`src/shared/its_pkg.sv`:
```
// Constants and types of the two-wire slave with bus time-out
// Contract
// - Start is data fall while clock high
// - Start sets the bus-busy flag
// - Stop clears the bus-busy flag
// - Seven address bits arrive MSB first
// - Address match sets flag and raises interrupt
// - Eighth address bit stored as read/write flag
// - Matched address acknowledged low on ninth clock
// - Interrupt causes: match, byte done, time-out
// - Clock held low until data write/read
// - Data bytes eight bits, MSB first, after ack
// - Receiver drives acknowledge bit on ninth clock
// - Master not acknowledging releases data line
// - Byte done sets complete flag and interrupt
// - Time-out runs from match, cleared by clock fall
// - Time-out when count exceeds programmed period
// - Time-out stops counter, clears enable, flags
// - Time-out resets control-one to power-on values
// - Period is (select+1) times 32 slow clocks
// - Time-out flag set by hardware, cleared by zero
package its_pkg;

  // Register offsets on the software port
  localparam logic [2:0] OFF_SERIAL_CONTROL_ZERO = 3'h0;
  localparam logic [2:0] OFF_SERIAL_CONTROL_ONE  = 3'h1;
  localparam logic [2:0] OFF_SERIAL_DATA         = 3'h2;
  localparam logic [2:0] OFF_OWN_SLAVE_ADDRESS   = 3'h3;
  localparam logic [2:0] OFF_BUS_TIMEOUT_CONTROL = 3'h4;
  localparam logic [2:0] OFF_INTERRUPT_ENABLE    = 3'h5;

  // Field positions and codes
  localparam int        CTL0_MODE_LSB          = 5;
  localparam int        CTL0_UART_SELECT       = 4;
  localparam int        CTL0_ENABLE            = 1;
  localparam logic [2:0] MODE_TWO_WIRE_SLAVE   = 3'h6;
  localparam int        CTL1_HTX_BIT           = 4;
  localparam int        CTL1_TRANSMIT_ACKNOWLEDGE_BIT_BIT          = 3;
  localparam int        CTL1_WAKE_BIT          = 1;
  localparam int        TOC_ENABLE_BIT         = 7;
  localparam int        TOC_FLAG_BIT           = 6;

  // Power-on values
  localparam logic [7:0] CTL0_POR              = 8'he0;
  localparam logic [7:0] CTL1_POR              = 8'h81;
  localparam logic [7:0] TOC_POR               = 8'h00;

  // Timing: core clock and slow subsystem clock
  localparam int unsigned CORE_CLK_HZ          = 10000000;
  localparam int unsigned SUB_CLK_HZ           = 32768;
  localparam int unsigned SUB_PER_TICK         = 32;
  localparam int unsigned TO_TICK_CYCLES_DEF   =
    (CORE_CLK_HZ / SUB_CLK_HZ) * SUB_PER_TICK;

  // Second control/status register layout
  typedef struct packed {
    logic transfer_complete_flag;    // transfer_complete_flag
    logic address_match_flag;   // address_match_flag
    logic bus_busy_flag;    // bus_busy_flag
    logic transmit_direction_select;    // transmit_direction_select
    logic transmit_acknowledge_bit;   // transmit_acknowledge_bit
    logic slave_read_write_flag;    // slave_read_write_flag
    logic wake;   // address match wake-up enable
    logic received_acknowledge_flag;   // received_acknowledge_flag
  } its_ctl1_t;

  // Open-drain line drive
  typedef struct packed {
    logic scl_oe;
    logic sda_oe;
  } its_lines_t;

  typedef enum logic [2:0] {
    ST_IDLE, ST_ADDR, ST_ADDR_ACK, ST_HOLD, ST_RX, ST_RX_ACK,
    ST_TX, ST_TX_ACK
  } its_state_t;

endpackage

```
`src/hw/its_slave.sv`:
```
// Two-wire slave with register port and bus time-out
//
// Added by the designer: strobed register access and the register addresses.
`timescale 1ns/1ps
`default_nettype none
module its_slave #(
  parameter int unsigned TICK_CYCLES = its_pkg::TO_TICK_CYCLES_DEF
) (
  input  wire logic       i_core_clk,
  input  wire logic       i_rst_b,
  input  wire logic [2:0] i_addr,
  input  wire logic [7:0] i_wdata,
  input  wire logic       i_wr,
  input  wire logic       i_rd,
  output logic      [7:0] o_rdata,
  input  wire logic       i_scl,
  input  wire logic       i_sda,
  output logic            o_scl_o,
  output logic            o_scl_oe,
  output logic            o_sda_o,
  output logic            o_sda_oe,
  output logic            o_irq
);
  import its_pkg::*;

  localparam int DW = (TICK_CYCLES > 1) ? $clog2(TICK_CYCLES) : 1;

  generate
    if (TICK_CYCLES < 1) begin : g_bad_tick
      $error("TICK_CYCLES must be at least one");
    end
  endgenerate

  // Synchroniser and edge stages
  logic scl_s1, scl_s2, scl_d;
  logic sda_s1, sda_s2, sda_d;

  // Registered state
  its_state_t  state, next_state;
  logic [3:0]  bit_cnt, next_bit_cnt;
  logic [7:0]  shift, next_shift;
  logic [7:0]  ctl0, next_ctl0;
  its_ctl1_t   ctl1, next_ctl1;
  logic [7:0]  data, next_data;
  logic [7:0]  own_addr, next_own_addr;
  logic [7:0]  toc, next_toc;
  logic        irq_en, next_irq_en;
  logic        to_run, next_to_run;
  logic [DW-1:0] to_div, next_to_div;
  logic [6:0]  to_ticks, next_to_ticks;
  its_lines_t  lines, next_lines;
  logic [7:0]  rdata, next_rdata;
  logic        irq, next_irq;

  // Line events seen on the synchronised pins, mode decode and time-out tick
  logic scl_rise, scl_fall, start_cond, stop_cond, active, tick, timeout;
  always_comb begin
    scl_rise   = scl_s2 & ~scl_d;
    scl_fall   = ~scl_s2 & scl_d;
    start_cond = scl_s2 & scl_d & sda_d & ~sda_s2;
    stop_cond  = scl_s2 & scl_d & ~sda_d & sda_s2;
    active     = ctl0[CTL0_ENABLE] & ~ctl0[CTL0_UART_SELECT] &
                 (ctl0[7:CTL0_MODE_LSB] == MODE_TWO_WIRE_SLAVE);
    tick       = (to_div == DW'(TICK_CYCLES - 1));
    timeout    = to_run & toc[TOC_ENABLE_BIT] &
                 (to_ticks > {1'b0, toc[5:0]});
  end

  // Next-state logic for bus, registers and time-out
  always_comb begin
    next_state    = state;
    next_bit_cnt  = bit_cnt;
    next_shift    = shift;
    next_ctl0     = ctl0;
    next_ctl1     = ctl1;
    next_data     = data;
    next_own_addr = own_addr;
    next_toc      = toc;
    next_irq_en   = irq_en;
    next_to_run   = to_run;
    next_to_div   = to_div;
    next_to_ticks = to_ticks;
    next_lines    = lines;
    next_rdata    = 8'h00;
    next_irq      = 1'b0;

    // Register reads, answer one cycle later
    if (i_rd) begin
      case (i_addr)
        OFF_SERIAL_CONTROL_ZERO: next_rdata = ctl0;
        OFF_SERIAL_CONTROL_ONE:  next_rdata = ctl1;
        OFF_SERIAL_DATA:         next_rdata = data;
        OFF_OWN_SLAVE_ADDRESS:   next_rdata = own_addr;
        OFF_BUS_TIMEOUT_CONTROL: next_rdata = toc;
        OFF_INTERRUPT_ENABLE:    next_rdata = {7'h00, irq_en};
        default:                 next_rdata = 8'h00;
      endcase
    end

    // Register writes
    if (i_wr) begin
      case (i_addr)
        OFF_SERIAL_CONTROL_ZERO: next_ctl0 = i_wdata;
        OFF_SERIAL_CONTROL_ONE: begin
          next_ctl1.transmit_direction_select  = i_wdata[CTL1_HTX_BIT];
          next_ctl1.transmit_acknowledge_bit = i_wdata[CTL1_TRANSMIT_ACKNOWLEDGE_BIT_BIT];
          next_ctl1.wake = i_wdata[CTL1_WAKE_BIT];
        end
        OFF_SERIAL_DATA:       next_data = i_wdata;
        OFF_OWN_SLAVE_ADDRESS: next_own_addr = {1'b0, i_wdata[6:0]};
        OFF_BUS_TIMEOUT_CONTROL: begin
          next_toc[TOC_ENABLE_BIT] = i_wdata[TOC_ENABLE_BIT];
          next_toc[5:0]            = i_wdata[5:0];
          if (!i_wdata[TOC_FLAG_BIT]) begin
            next_toc[TOC_FLAG_BIT] = 1'b0;
          end
        end
        OFF_INTERRUPT_ENABLE:  next_irq_en = i_wdata[0];
        default: ;
      endcase
    end

    // Time-out divider and tick count
    if (to_run) begin
      next_to_div = tick ? '0 : to_div + DW'(1);
      if (tick && to_ticks != 7'h7f) begin
        next_to_ticks = to_ticks + 7'h01;
      end
    end
    if (scl_fall) begin
      next_to_div   = '0;
      next_to_ticks = 7'h00;
    end

    // Bus protocol
    case (state)
      ST_IDLE: ;
      ST_ADDR: begin
        if (scl_rise) begin
          next_shift   = {shift[6:0], sda_s2};
          next_bit_cnt = bit_cnt + 4'h1;
          if (bit_cnt == 4'h7) begin
            if (shift[6:0] == own_addr[6:0]) begin
              next_ctl1.address_match_flag = 1'b1;
              next_ctl1.slave_read_write_flag  = sda_s2;
              next_ctl1.transfer_complete_flag  = 1'b1;
              next_irq       = irq_en;
              next_to_run    = 1'b1;
              next_to_div    = '0;
              next_to_ticks  = 7'h00;
              next_state     = ST_ADDR_ACK;
            end else begin
              next_state = ST_IDLE;
            end
          end
        end
      end
      ST_ADDR_ACK: begin
        if (scl_fall) begin
          if (!lines.sda_oe) begin
            next_lines.sda_oe = 1'b1;
          end else begin
            next_lines.sda_oe = 1'b0;
            next_lines.scl_oe = 1'b1;
            next_state        = ST_HOLD;
          end
        end
      end
      ST_HOLD: begin
        next_bit_cnt = 4'h0;
        if (ctl1.transmit_direction_select && i_wr && i_addr == OFF_SERIAL_DATA) begin
          next_shift        = i_wdata;
          next_lines.sda_oe = ~i_wdata[7];
          next_lines.scl_oe = 1'b0;
          next_ctl1.transfer_complete_flag     = 1'b0;
          next_ctl1.address_match_flag    = 1'b0;
          next_state        = ST_TX;
        end else if (!ctl1.transmit_direction_select && i_rd && i_addr == OFF_SERIAL_DATA) begin
          next_lines.scl_oe = 1'b0;
          next_ctl1.transfer_complete_flag     = 1'b0;
          next_ctl1.address_match_flag    = 1'b0;
          next_state        = ST_RX;
        end
      end
      ST_RX: begin
        if (scl_rise) begin
          next_shift   = {shift[6:0], sda_s2};
          next_bit_cnt = bit_cnt + 4'h1;
          if (bit_cnt == 4'h7) begin
            next_data     = {shift[6:0], sda_s2};
            next_ctl1.transfer_complete_flag = 1'b1;
            next_irq      = irq_en;
            next_state    = ST_RX_ACK;
          end
        end
      end
      ST_RX_ACK: begin
        if (scl_fall) begin
          if (bit_cnt == 4'h8) begin
            next_lines.sda_oe = ~ctl1.transmit_acknowledge_bit;
            next_bit_cnt      = 4'h9;
          end else begin
            next_lines.sda_oe = 1'b0;
            next_lines.scl_oe = 1'b1;
            next_state        = ST_HOLD;
          end
        end
      end
      ST_TX: begin
        if (scl_fall) begin
          next_bit_cnt = bit_cnt + 4'h1;
          next_shift   = {shift[6:0], 1'b0};
          if (bit_cnt == 4'h7) begin
            next_lines.sda_oe = 1'b0;                // master acknowledges
            next_state        = ST_TX_ACK;
          end else begin
            next_lines.sda_oe = ~shift[6];
          end
        end
      end
      ST_TX_ACK: begin
        if (scl_rise) begin
          next_ctl1.received_acknowledge_flag = sda_s2;
          next_ctl1.transfer_complete_flag  = 1'b1;
          next_irq       = irq_en;
        end else if (scl_fall) begin
          if (!ctl1.received_acknowledge_flag) begin
            next_lines.scl_oe = 1'b1;
            next_state        = ST_HOLD;
          end else begin
            next_state = ST_IDLE;
          end
        end
      end
      default: next_state = ST_IDLE;
    endcase

    // Start and stop override the byte engine
    if (start_cond) begin
      next_ctl1.bus_busy_flag  = 1'b1;
      next_ctl1.transfer_complete_flag  = 1'b0;
      next_ctl1.address_match_flag = 1'b0;
      next_bit_cnt   = 4'h0;
      next_lines     = '0;
      next_state     = ST_ADDR;
    end else if (stop_cond) begin
      next_ctl1.bus_busy_flag = 1'b0;
      next_ctl1.transfer_complete_flag = 1'b1;
      next_to_run   = 1'b0;
      next_lines    = '0;
      next_state    = ST_IDLE;
    end

    // Time-out resets the bus logic and control-one
    if (timeout) begin
      next_to_run              = 1'b0;
      next_toc[TOC_ENABLE_BIT] = 1'b0;
      next_toc[TOC_FLAG_BIT]   = 1'b1;
      next_irq                 = irq_en;
      next_ctl1                = CTL1_POR;
      next_lines               = '0;
      next_state               = ST_IDLE;
    end

    // Interface switched off or not in slave mode
    if (!active) begin
      next_ctl1.transfer_complete_flag  = 1'b1;
      next_ctl1.address_match_flag = 1'b0;
      next_ctl1.bus_busy_flag  = 1'b0;
      next_ctl1.slave_read_write_flag  = 1'b0;
      next_ctl1.received_acknowledge_flag = 1'b1;
      next_to_run    = 1'b0;
      next_lines     = '0;
      next_state     = ST_IDLE;
    end
  end

  // State registers and pin synchronisers
  always_ff @(posedge i_core_clk or negedge i_rst_b) begin
    if (!i_rst_b) begin
      scl_s1   <= 1'b1;
      scl_s2   <= 1'b1;
      scl_d    <= 1'b1;
      sda_s1   <= 1'b1;
      sda_s2   <= 1'b1;
      sda_d    <= 1'b1;
      state    <= ST_IDLE;
      bit_cnt  <= 4'h0;
      shift    <= 8'h00;
      ctl0     <= CTL0_POR;
      ctl1     <= CTL1_POR;
      data     <= 8'h00;
      own_addr <= 8'h00;
      toc      <= TOC_POR;
      irq_en   <= 1'b0;
      to_run   <= 1'b0;
      to_div   <= '0;
      to_ticks <= 7'h00;
      lines    <= '0;
      rdata    <= 8'h00;
      irq      <= 1'b0;
      o_scl_o  <= 1'b0;
      o_sda_o  <= 1'b0;
    end else begin
      scl_s1   <= i_scl;
      scl_s2   <= scl_s1;
      scl_d    <= scl_s2;
      sda_s1   <= i_sda;
      sda_s2   <= sda_s1;
      sda_d    <= sda_s2;
      state    <= next_state;
      bit_cnt  <= next_bit_cnt;
      shift    <= next_shift;
      ctl0     <= next_ctl0;
      ctl1     <= next_ctl1;
      data     <= next_data;
      own_addr <= next_own_addr;
      toc      <= next_toc;
      irq_en   <= next_irq_en;
      to_run   <= next_to_run;
      to_div   <= next_to_div;
      to_ticks <= next_to_ticks;
      lines    <= next_lines;
      rdata    <= next_rdata;
      irq      <= next_irq;
      o_scl_o  <= 1'b0;
      o_sda_o  <= 1'b0;
    end
  end

  // Outputs straight from flops
  assign o_rdata  = rdata;
  assign o_scl_oe = lines.scl_oe;
  assign o_sda_oe = lines.sda_oe;
  assign o_irq    = irq;

endmodule // its_slave
`default_nettype wire

```
`config.mk`:
```
export PLATFORM = sky130hd
export DESIGN_NAME = its_slave
export DESIGN_NICKNAME = d
export VERILOG_FILES = /design/src/shared/its_pkg.sv /design/src/hw/its_slave.sv
export SDC_FILE = /design/constraint.sdc
export NUM_CORES = 1
export LEC_CHECK = 0
export ABC_CLOCK_PERIOD_IN_PS = 1900
export BUFFER_PORTS_ARGS = -buffer_cell sky130_fd_sc_hd__buf_2
export CAP_MARGIN = 20
export CORE_UTILIZATION = 27
export CTS_CLUSTER_DIAMETER = 150
export DETAILED_ROUTE_END_ITERATION = 8
export GPL_TIMING_DRIVEN = 1
export PLACE_DENSITY = 0.5
export SYNTH_ARGS = -nofsm -noshare
export SYNTH_HDL_FRONTEND = slang
export SYNTH_SLANG_ARGS = --single-unit
```
`constraint.sdc`:
```
create_clock -name i_core_clk -period 1.9 [get_ports i_core_clk]
set_input_delay 0.19 -clock i_core_clk [delete_from_list [all_inputs] [get_ports i_core_clk]]
set_output_delay 0.19 -clock i_core_clk [all_outputs]
set_load 0.01 [all_outputs]
```
# After elaboration in Yosys (flattened, before gate mapping)
# Index checks and enable logic that the tools add are counted.
[word_totals]
elab_cells = 262
out_inout_bits = 13
ff_bits = 93
inputBits = 17
[op_classes]
magnitude_cmp = 1
n_reduce_logical = 29
n_mux = 121
addsub = 3
n_eq_ne = 58
bitwise_logic = 19
[ops]
columns = ["operator", "n"]
rows = [
  ["6-bit inequality test, second input constant", 17],
  ["14-bit two-way mux", 7],
  ["8-bit two-way mux", 9],
  ["7-bit two-way mux", 10],
  ["3-bit two-way mux", 19],
  ["8-bit case mux with 6 select lines", 1],
  ["1-bit two-way mux", 46],
  ["2-bit two-way mux", 16],
  ["8-bit by 3-bit inequality test with 1-bit output, second input constant", 3],
  ["3-bit equality test, second input constant", 7],
  ["3-bit case mux with 7 select lines", 1],
  ["7-bit case mux with 3 select lines", 1],
  ["4-bit two-way mux", 5],
  ["4-bit case mux with 4 select lines", 1],
  ["3-bit by 1-bit inequality test with 1-bit output, second input constant", 5],
  ["5-bit inequality test, second input constant", 3],
  ["5-bit AND reduction", 3],
  ["14-bit by 1-bit adder with 14-bit output, second input constant", 1],
  ["14-bit equality test, second input constant", 1],
  ["7-bit inequality test, second input constant", 2],
  ["14-bit AND reduction", 1],
  ["2-bit AND reduction", 7],
  ["3-bit by 2-bit equality test with 1-bit output, second input constant", 4],
  ["1-bit case mux with 4 select lines", 3],
  ["other kinds (29)", 58],
]

# Depth between registers and ports, before layout
# Gate-level depths: netlist (run 1).
[logic_depth]
depth_word = 10
ltp_mapped = 9
depth_no_buf = 8

# Least setup slack after synthesis (run 1)
# Ideal clock, no wire load.
[synth_timing]
path_type = "register to register"
from = "reg to_ticks[5]"
to = "reg ctl1[7] (netlist bit)"
t_arrival_ns = 1.850
n_path_buf = 0
setup_slack_ns = -0.032
stages_incl_launch_ff = 8
setup_ns = 0.082
required_time_ns = 1.818
cell_sequence = "dfrtp_1 ha_1 nand4b_1 a21o_1 a21oi_1 nor2b_1 nand4_1 mux2_2"
[synth_via]
elab_chain_cells = 4
word_cells_on_any_way = 13
[synth_lines]
columns = ["item", "line_no", "rtl"]
rows = [
  ["from (decl)", "its_slave.sv:50", "logic [6:0] to_ticks, next_to_ticks;"],
  ["from (signal assigned)", "its_slave.sv:322", "to_ticks <= next_to_ticks;"],
  ["7-bit by 6-bit greater-than comparator with 1-bit output (*)", "its_slave.sv:66", "(to_ticks > {1'b0, toc[5:0]});"],
  ["1-bit bitwise AND (*)", "its_slave.sv:65", "timeout = to_run & toc[TOC_ENABLE_BIT] &"],
  ["8-bit by 3-bit inequality test with 1-bit output (no line) (tied with other cells)", "n/a", ""],
  ["8-bit AND reduction (no line) / 3-bit two-way mux (equally long branches)", "n/a", ""],
  ["to (signal assigned)", "its_slave.sv:315", "ctl1 <= next_ctl1;"],
  ["to (decl)", "its_slave.sv:43", "its_ctl1_t ctl1, next_ctl1;"],
]
# Every way passes the cells marked *; elsewhere a longest branch is shown, timed or not.
# A chain may end at the register's enable or synchronous reset.

# Worst setup path after layout (run 1)
[layout_timing]
from = "reg bit_cnt[0]"
to = "reg ctl1[6] (netlist bit)"
[layout_via]
elab_chain_cells = 3
[layout_lines]
columns = ["item", "line_no", "rtl"]
rows = [
  ["from (decl)", "its_slave.sv:40", "logic [3:0] bit_cnt, next_bit_cnt;"],
  ["from (signal assigned)", "its_slave.sv:312", "bit_cnt <= next_bit_cnt;"],
  ["4-bit by 3-bit equality test with 1-bit output", "its_slave.sv:142", "if (bit_cnt == 4'h7) begin"],
  ["5-bit inequality test (no line)", "n/a", ""],
  ["5-bit AND reduction (no line)", "n/a", ""],
]
# No other way between the ends.

==> impl_metrics.ini, run 1 <==
[power_and_ir_drop]
ir_drop_mv = 0.459
cellPowerDensity_nw_per_um2 = 713
leakage_uw = 0.00290
fin_total_pwr_uw = 4760

[sta]
number_of_failing_setup_endpoints_in_the_final_timing_report = 27
max_freq_mhz = 505
hold_viol_final = 0
grt_setup_unrepaired = yes
setup_slack_ns = -0.0784
timing.clock.skew_ns = 0.00701
min_period_ns = 1.98
timing.final.crit_share_pct = 104
finalMaxSlewViolations = 0

[yosys]
synth-adder-area-share_pct = 2.69
synth.avg_cell_area_sq_um = 10.1
total_standard_cell_area_after_synthesis_sq_um = 5120
ys_dominant_reg_cell = sky130_fd_sc_hd__dfrtp_1
synthesis.instances = 509
area_share_of_xor_xnor_cells_in_the_synthesized_design_pct = 4.45
async_reset_ff_share_pct = 100
synth_largest_area_cell = sky130_fd_sc_hd__dfrtp_1
synth_top_family_by_area = simple AND/OR/NAND/NOR gates
synth_top_cell_area_share_pct = 40.1
synth.distinct_cells = 65
synthMuxAreaShare_pct = 12.2
post_synthesis_share_of_cell_area_spent_on_and_or_nand_and_nor_gates_pct = 17.7
synth-seq-area-share_pct = 45.7
post_synth_edffs = 0
synth-compound-area-share_pct = 13.3
yosys.cell_count.top_type = sky130_fd_sc_hd__dfrtp_1
netlist_top_cells_area = sky130_fd_sc_hd__dfrtp_1 (40%), sky130_fd_sc_hd__mux2i_1 (6.5%), sky130_fd_sc_hd__dfstp_2 (5.6%)
synth_top_cells_by_count = sky130_fd_sc_hd__dfrtp_1 (82), sky130_fd_sc_hd__nor2_1 (67), sky130_fd_sc_hd__nand2_1 (35)
yosysWarnings = 0
synth.ff_latch_count = 93

[worst_setup_path]
crit_required_ns = 2.14
worstPathArrival_ns = 2.22
path_class = reg -> reg
critPathCaptureType = flip-flop
setup.worst_path.start_class = flip-flop
critical_path_peak_fanout = 4

[layout]
drive_above_1_share_pct = 34.6
layout-area-overhead-vs-synth_pct = 30.4
nNetsFinal = 653
fillCellCount = 1887

[clock_network]
cts_htree_levels = 3
clk-insertion-delay-late_ns = 0.35
clock_sink_count = 93
cts_inserted_buffers = 9
clock-root-buffer = sky130_fd_sc_hd__clkbuf_16
cts_tree = built
max-clock-path-buffers = 2
worst_setup_hold_path_clk_slew_ns = 0.06

[routing]
detail_route.wl_per_cell_um = 15.9
antenna_violating_nets_post_route = 0
drt_pass_1_iters = 4
drt_iter0_markers = 243
via_per_inst = 4.83
drcViolationCount = 0
via_count = 4178
detail_route.wirelength_um = 13800

[global_routing]
grt_max_degree = 39
globalRouteOverflowTotal = 0
grt_first_pass_wirelength_um = 22100
grt_antenna_before_repair = 1
first_global_vias = 4181
overall_routing_resource_usage_pct = 14.6

[placed_design]
hpwl_um = 10200
final_wtd_congestion = 0.846
numPortBuffers = 27
pre_cts_slack_ns = -0.157

[floorplanning]
placement_rows = 50
floorplan.die_area_sq_um = 19500
design.portCount = 30
die-width_um = 140
core_area_sq_um = 18600
die_height_um = 140
initial_utilization_pct = 27.5

[flow_run]
max_cap_viol_count = 0

[outcome]
violations = setup timing
outcome = finished, violations left

[worst_hold_path]
hp_class = in -> reg
==> worst paths after layout <==
check	start	to	slack, ns	cells after the start
max reg2reg	bit_cnt[0]$_DFFE_PN0P_	ctl1[6]$_DFFE_PN0P_	-0.08	6
min reg2reg	scl_s1$_DFF_PN1_	scl_s2$_DFF_PN1_	0.36	0
max in group asynchronous	i_rst_b	scl_d$_DFF_PN1_	1.01	3
min in group asynchronous	i_rst_b	bit_cnt[0]$_DFFE_PN0P_	0.27	2
max	bit_cnt[0]$_DFFE_PN0P_	ctl1[6]$_DFFE_PN0P_	-0.08	6
min	i_rd	o_rdata[0]$_DFF_PN0_	0.08	2
==> flip-flops by register name (all words and copies together), names as in the netlist <==
name / cells
bit_cnt: 4
data: 8
sda_d: 1
o_sda_oe: 1
own_addr: 7
shift: 7
sda_s2: 1
ctl1: 8
scl_d: 1
to_run: 1
to_div: 14
state: 3
ctl0: 8
o_scl_oe: 1
toc: 8
irq_en: 1
o_rdata: 8
scl_s2: 1
sda_s1: 1
to_ticks: 7
o_irq: 1
scl_s1: 1
==> cell type report <==
type | count | area, sq um | share of cell area (%)
antenna | 1 | 2.50 | 0.0375
timing repair buffer | 128 | 946 | 14.2
clock buffer | 14 | 244 | 3.65
tap | 234 | 293 | 4.38
sequential | 93 | 2340 | 35.1
inverter | 14 | 58.8 | 0.881
multi-input combinational | 379 | 2780 | 41.6
clock inverter | 2 | 12.5 | 0.187
==> where the power goes <==
part | internal (uW) | switching (uW) | total (uW)
Clock | 888 | 748 | 1640
Combinational | 408 | 383 | 791
Sequential | 2190 | 149 | 2340
==> metal layers <==
| metal | track usage, % | routed length [um] | vias to the layer above |
|---|---|---|---|
| li1 | - | - | 2054 |
| met1 | 19.3 | 6600 | 2039 |
| met2 | 23.2 | 6460 | 71 |
| met3 | 3.96 | 510 | 14 |
| met4 | 4.11 | 180 | 0 |
| met5 | 0 | 0 | - |
==> worst max-delay path, cell delays in order (launching register included) <==
cell and delay (ns):
sky130_fd_sc_hd__dfrtp_1 0.38, sky130_fd_sc_hd__ha_2 0.19, sky130_fd_sc_hd__and3b_2 0.23, sky130_fd_sc_hd__nand3_2 0.07, sky130_fd_sc_hd__or4_4 0.55, sky130_fd_sc_hd__buf_6 0.16, sky130_fd_sc_hd__a2111oi_4 0.28
==> per-stage QoR <==
stage          cell area (sq um)  std cells  hold slack (ns)  util [%]  setup TNS (ns)
6_report                    6680        865           0.0822      35.8           -1.21
5_1_grt                     6680        864           0.0828      35.8           -3.35
4_1_cts                     6450        856           0.0721      34.6         -0.0987
3_5_place_dp                6070        832           0.0928      32.5           -1.86
3_3_place_gp                6070        832           0.0913      32.5           -1.02
2_1_floorplan               5130        510           -0.106         -               0
==> placed cells by master, fill, tap and decap left out, types with 9 or more instances in the layout <==
cell type / count
sky130_fd_sc_hd__nand4_1: 12
sky130_fd_sc_hd__nand3_1: 14
sky130_fd_sc_hd__clkbuf_16: 9
sky130_fd_sc_hd__xor2_1: 16
sky130_fd_sc_hd__mux2_2: 22
sky130_fd_sc_hd__a21oi_1: 25
sky130_fd_sc_hd__nor2_1: 66
sky130_fd_sc_hd__dfrtp_1: 80
sky130_fd_sc_hd__xnor2_1: 9
sky130_fd_sc_hd__o21ai_0: 26
sky130_fd_sc_hd__nand2_1: 34
sky130_fd_sc_hd__mux2i_1: 33
sky130_fd_sc_hd__buf_2: 26
sky130_fd_sc_hd__buf_4: 90
sky130_fd_sc_hd__dfstp_2: 11
==> kinds of logic after synthesis <==
kind of cell | Yosys count
DFF | 93
and+or+nand+nor | 180
buffers and inverters | 39
xor gates and xnor gates | 26
adders and majority gates | 11
other | 1
AOI/OAI and AO/OA | 102
muxes | 57
==> repair_timing <==
| action | 4_1_cts | 5_1_grt |
|---|---|---|
| pin swaps | 6 | 18 |
| buffers inserted | 4 | 8 |
| gates resized for setup | 15 | 37 |
| hold buffers | 3 | 0 |
| endpoints found under the hold margin | 17 | 0 |
| setup endpoints to repair | 30 | 41 |
| cloned | 1 | 0 |
Power figures use the tool's default switching activity.
==> inputs of run 2 (changes only) <==
--- a/config.mk
+++ b/config.mk
@@ -13,6 +13,7 @@
 export DETAILED_ROUTE_END_ITERATION = 8
 export GPL_TIMING_DRIVEN = 1
 export PLACE_DENSITY = 0.5
+export SETUP_SLACK_MARGIN = 0.05
 export SYNTH_ARGS = -nofsm -noshare
 export SYNTH_HDL_FRONTEND = slang
 export SYNTH_SLANG_ARGS = --single-unit
==> run 2 against run 1 <==
- the run still ends with setup timing left
- non-clock buffer count decreased by 7
- setup slack improved by 0.036 ns
- cell count decreased by 0.92%
- largest power group unchanged
- core utilization increased by 0.31 points
- flip-flop and latch count unchanged
- sequential share of layout area decreased by 0.30 points
- via count increased by 0.29%
==> impl_metrics.ini, run 2 (synthesized netlist as in run 1, its figures left out) <==
[clock_network]
clock_sink_count = 93
cts_inserted_buffers = 9
clock-root-buffer = sky130_fd_sc_hd__clkbuf_16
max-clock-path-buffers = 2
cts_tree = built
clk-insertion-delay-late_ns = 0.35
worst_setup_hold_path_clk_slew_ns = 0.07
cts_htree_levels = 3

[floorplanning]
design.portCount = 30
floorplan.die_area_sq_um = 19500
placement_rows = 50
core_area_sq_um = 18600
die_height_um = 140
die-width_um = 140
initial_utilization_pct = 27.5

[worst_hold_path]
hp_class = in -> reg
startpoint_of_the_lowest_slack_hold_path = i_rd

[sta]
max_freq_mhz = 515
timing.final.crit_share_pct = 102
min_period_ns = 1.94
setup_slack_ns = -0.0426
grt_setup_unrepaired = yes
finalMaxSlewViolations = 0
number_of_failing_setup_endpoints_in_the_final_timing_report = 12
timing.setup.tns_ns = -0.282
timing.clock.skew_ns = 0.00897
hold_viol_final = 0

[worst_setup_path]
worstPathArrival_ns = 2.18
timing.critical_path.slowest_cell_delay_ns = 0.61
crit_required_ns = 2.13
critical_path.slowest_cell = sky130_fd_sc_hd__or4_4
crit_path_cell_trace = xnor2_1, nand4_1, or4_4, buf_6, nand2_8, a21o_4, nor2_2
worst_r2r_startpoint = shift[4]$_DFFE_PN0P_
worst-path-buf-inv = 1
critPathCaptureType = flip-flop
path_delay_family = simple AND/OR/NAND/NOR gates
critical_path_peak_fanout = 6
setup.worst_path.start_class = flip-flop
path_class = reg -> reg
cp-startpoint = shift[4]$_DFFE_PN0P_

[layout]
flip_flop_count_of_the_largest_register_all_copies_and_words_added = 14
most_frequent_standard_cell_in_the_layout_excluding_fill_and_tap_cells = sky130_fd_sc_hd__buf_4
finish.instance_area_sq_um = 6740
post_layout_nonfiller_instances = 857
nNetsFinal = 646
drive_above_1_share_pct = 37.4
fillCellCount = 1878
max_flop_register = to_div
layout-area-overhead-vs-synth_pct = 31.5
n_antenna_cell = 0
most-common-layout-cells = sky130_fd_sc_hd__buf_4 (84), sky130_fd_sc_hd__dfrtp_1 (80), sky130_fd_sc_hd__nor2_1 (47)

[global_routing]
globalRouteOverflowTotal = 0
grt_max_degree = 50
grt_first_pass_wirelength_um = 22400
overall_routing_resource_usage_pct = 14.7
grt_antenna_before_repair = 0
first_global_vias = 4270

[outcome]
outcome = finished, violations left
violations = setup timing

[placed_design]
final_wtd_congestion = 0.845
dpl-instance-area_sq_um = 6030
hpwl_um = 10200
place.detailed.instances = 825
numPortBuffers = 27

[power_and_ir_drop]
cellPowerDensity_nw_per_um2 = 717
ir_drop_mv = 0.472
fin_total_pwr_uw = 4830
leakage_uw = 0.00285

[routing]
detail_route.wirelength_um = 13800
drt_iter0_markers = 251
drcViolationCount = 0
detail_route.wl_per_cell_um = 16.1
antenna_violating_nets_post_route = 0
via_per_inst = 4.89
drt_pass_1_iters = 4
via_count = 4190

[flow_run]
max_cap_viol_count = 0
## run 2: routing by layer
layer | global-route usage (%) | vias to the layer above | wire length (um)
met5 | 0 | - | 0
met4 | 4.40 | 0 | 207
met3 | 3.13 | 15 | 483
met2 | 24.2 | 67 | 6570
met1 | 19.2 | 2070 | 6520
li1 | - | 2038 | -
## run 2: per-stage QoR
stage | setup WS [ns] | hold WS [ns] | utilization, %
finish | -0.0426 | 0.103 | 36.1
global route | -0.117 | 0.0997 | 36.1
CTS | -0.00691 | 0.0884 | 34.9
detailed placement | -0.139 | 0.138 | 32.3
global placement | -0.0599 | 0.139 | 32.3
floorplan | 0.0469 | -0.106 | -
## run 2: report_power, final
group,leakage [uW],switching (uW),internal (uW),total [uW]
Combinational,0.00155,410,412,822
Sequential,0.00118,150,2190,2340
Clock,0.000127,744,923,1670
## run 2: timing repair
item / CTS / global route
endpoints found under the hold margin: 21 / 0
hold buffers: 3 / 0
pin swaps: 21 / 18
setup buffers: 5 / 8
resized for setup: 29 / 47
cloned: 1 / 0
endpoints found under the setup margin: 35 / 44
## run 2: layout make-up
| type | count | area [sq um] | share of cell area (%) |
|---|---|---|---|
| timing repair buffer | 121 | 898 | 13.3 |
| tap | 234 | 293 | 4.35 |
| clock buffer | 14 | 254 | 3.77 |
| multi-input combinational | 379 | 2880 | 42.7 |
| inverter | 14 | 56.3 | 0.836 |
| clock inverter | 2 | 12.5 | 0.186 |
| sequential | 93 | 2340 | 34.8 |
## run 2: worst paths after layout
kind | end | slack, ns | depth (start not counted)
min in group asynchronous | bit_cnt[3]$_DFFE_PN0P_ | 0.31 | 2
setup / recovery | to_div[7]$_DFF_PN0_ | -0.04 | 7
hold / removal | o_rdata[0]$_DFF_PN0_ | 0.10 | 2
setup reg to reg | to_div[7]$_DFF_PN0_ | -0.04 | 7
hold reg to reg | sda_s2$_DFF_PN1_ | 0.36 | 0
max in group asynchronous | ctl1[7]$_DFFE_PN1P_ | 0.93 | 3
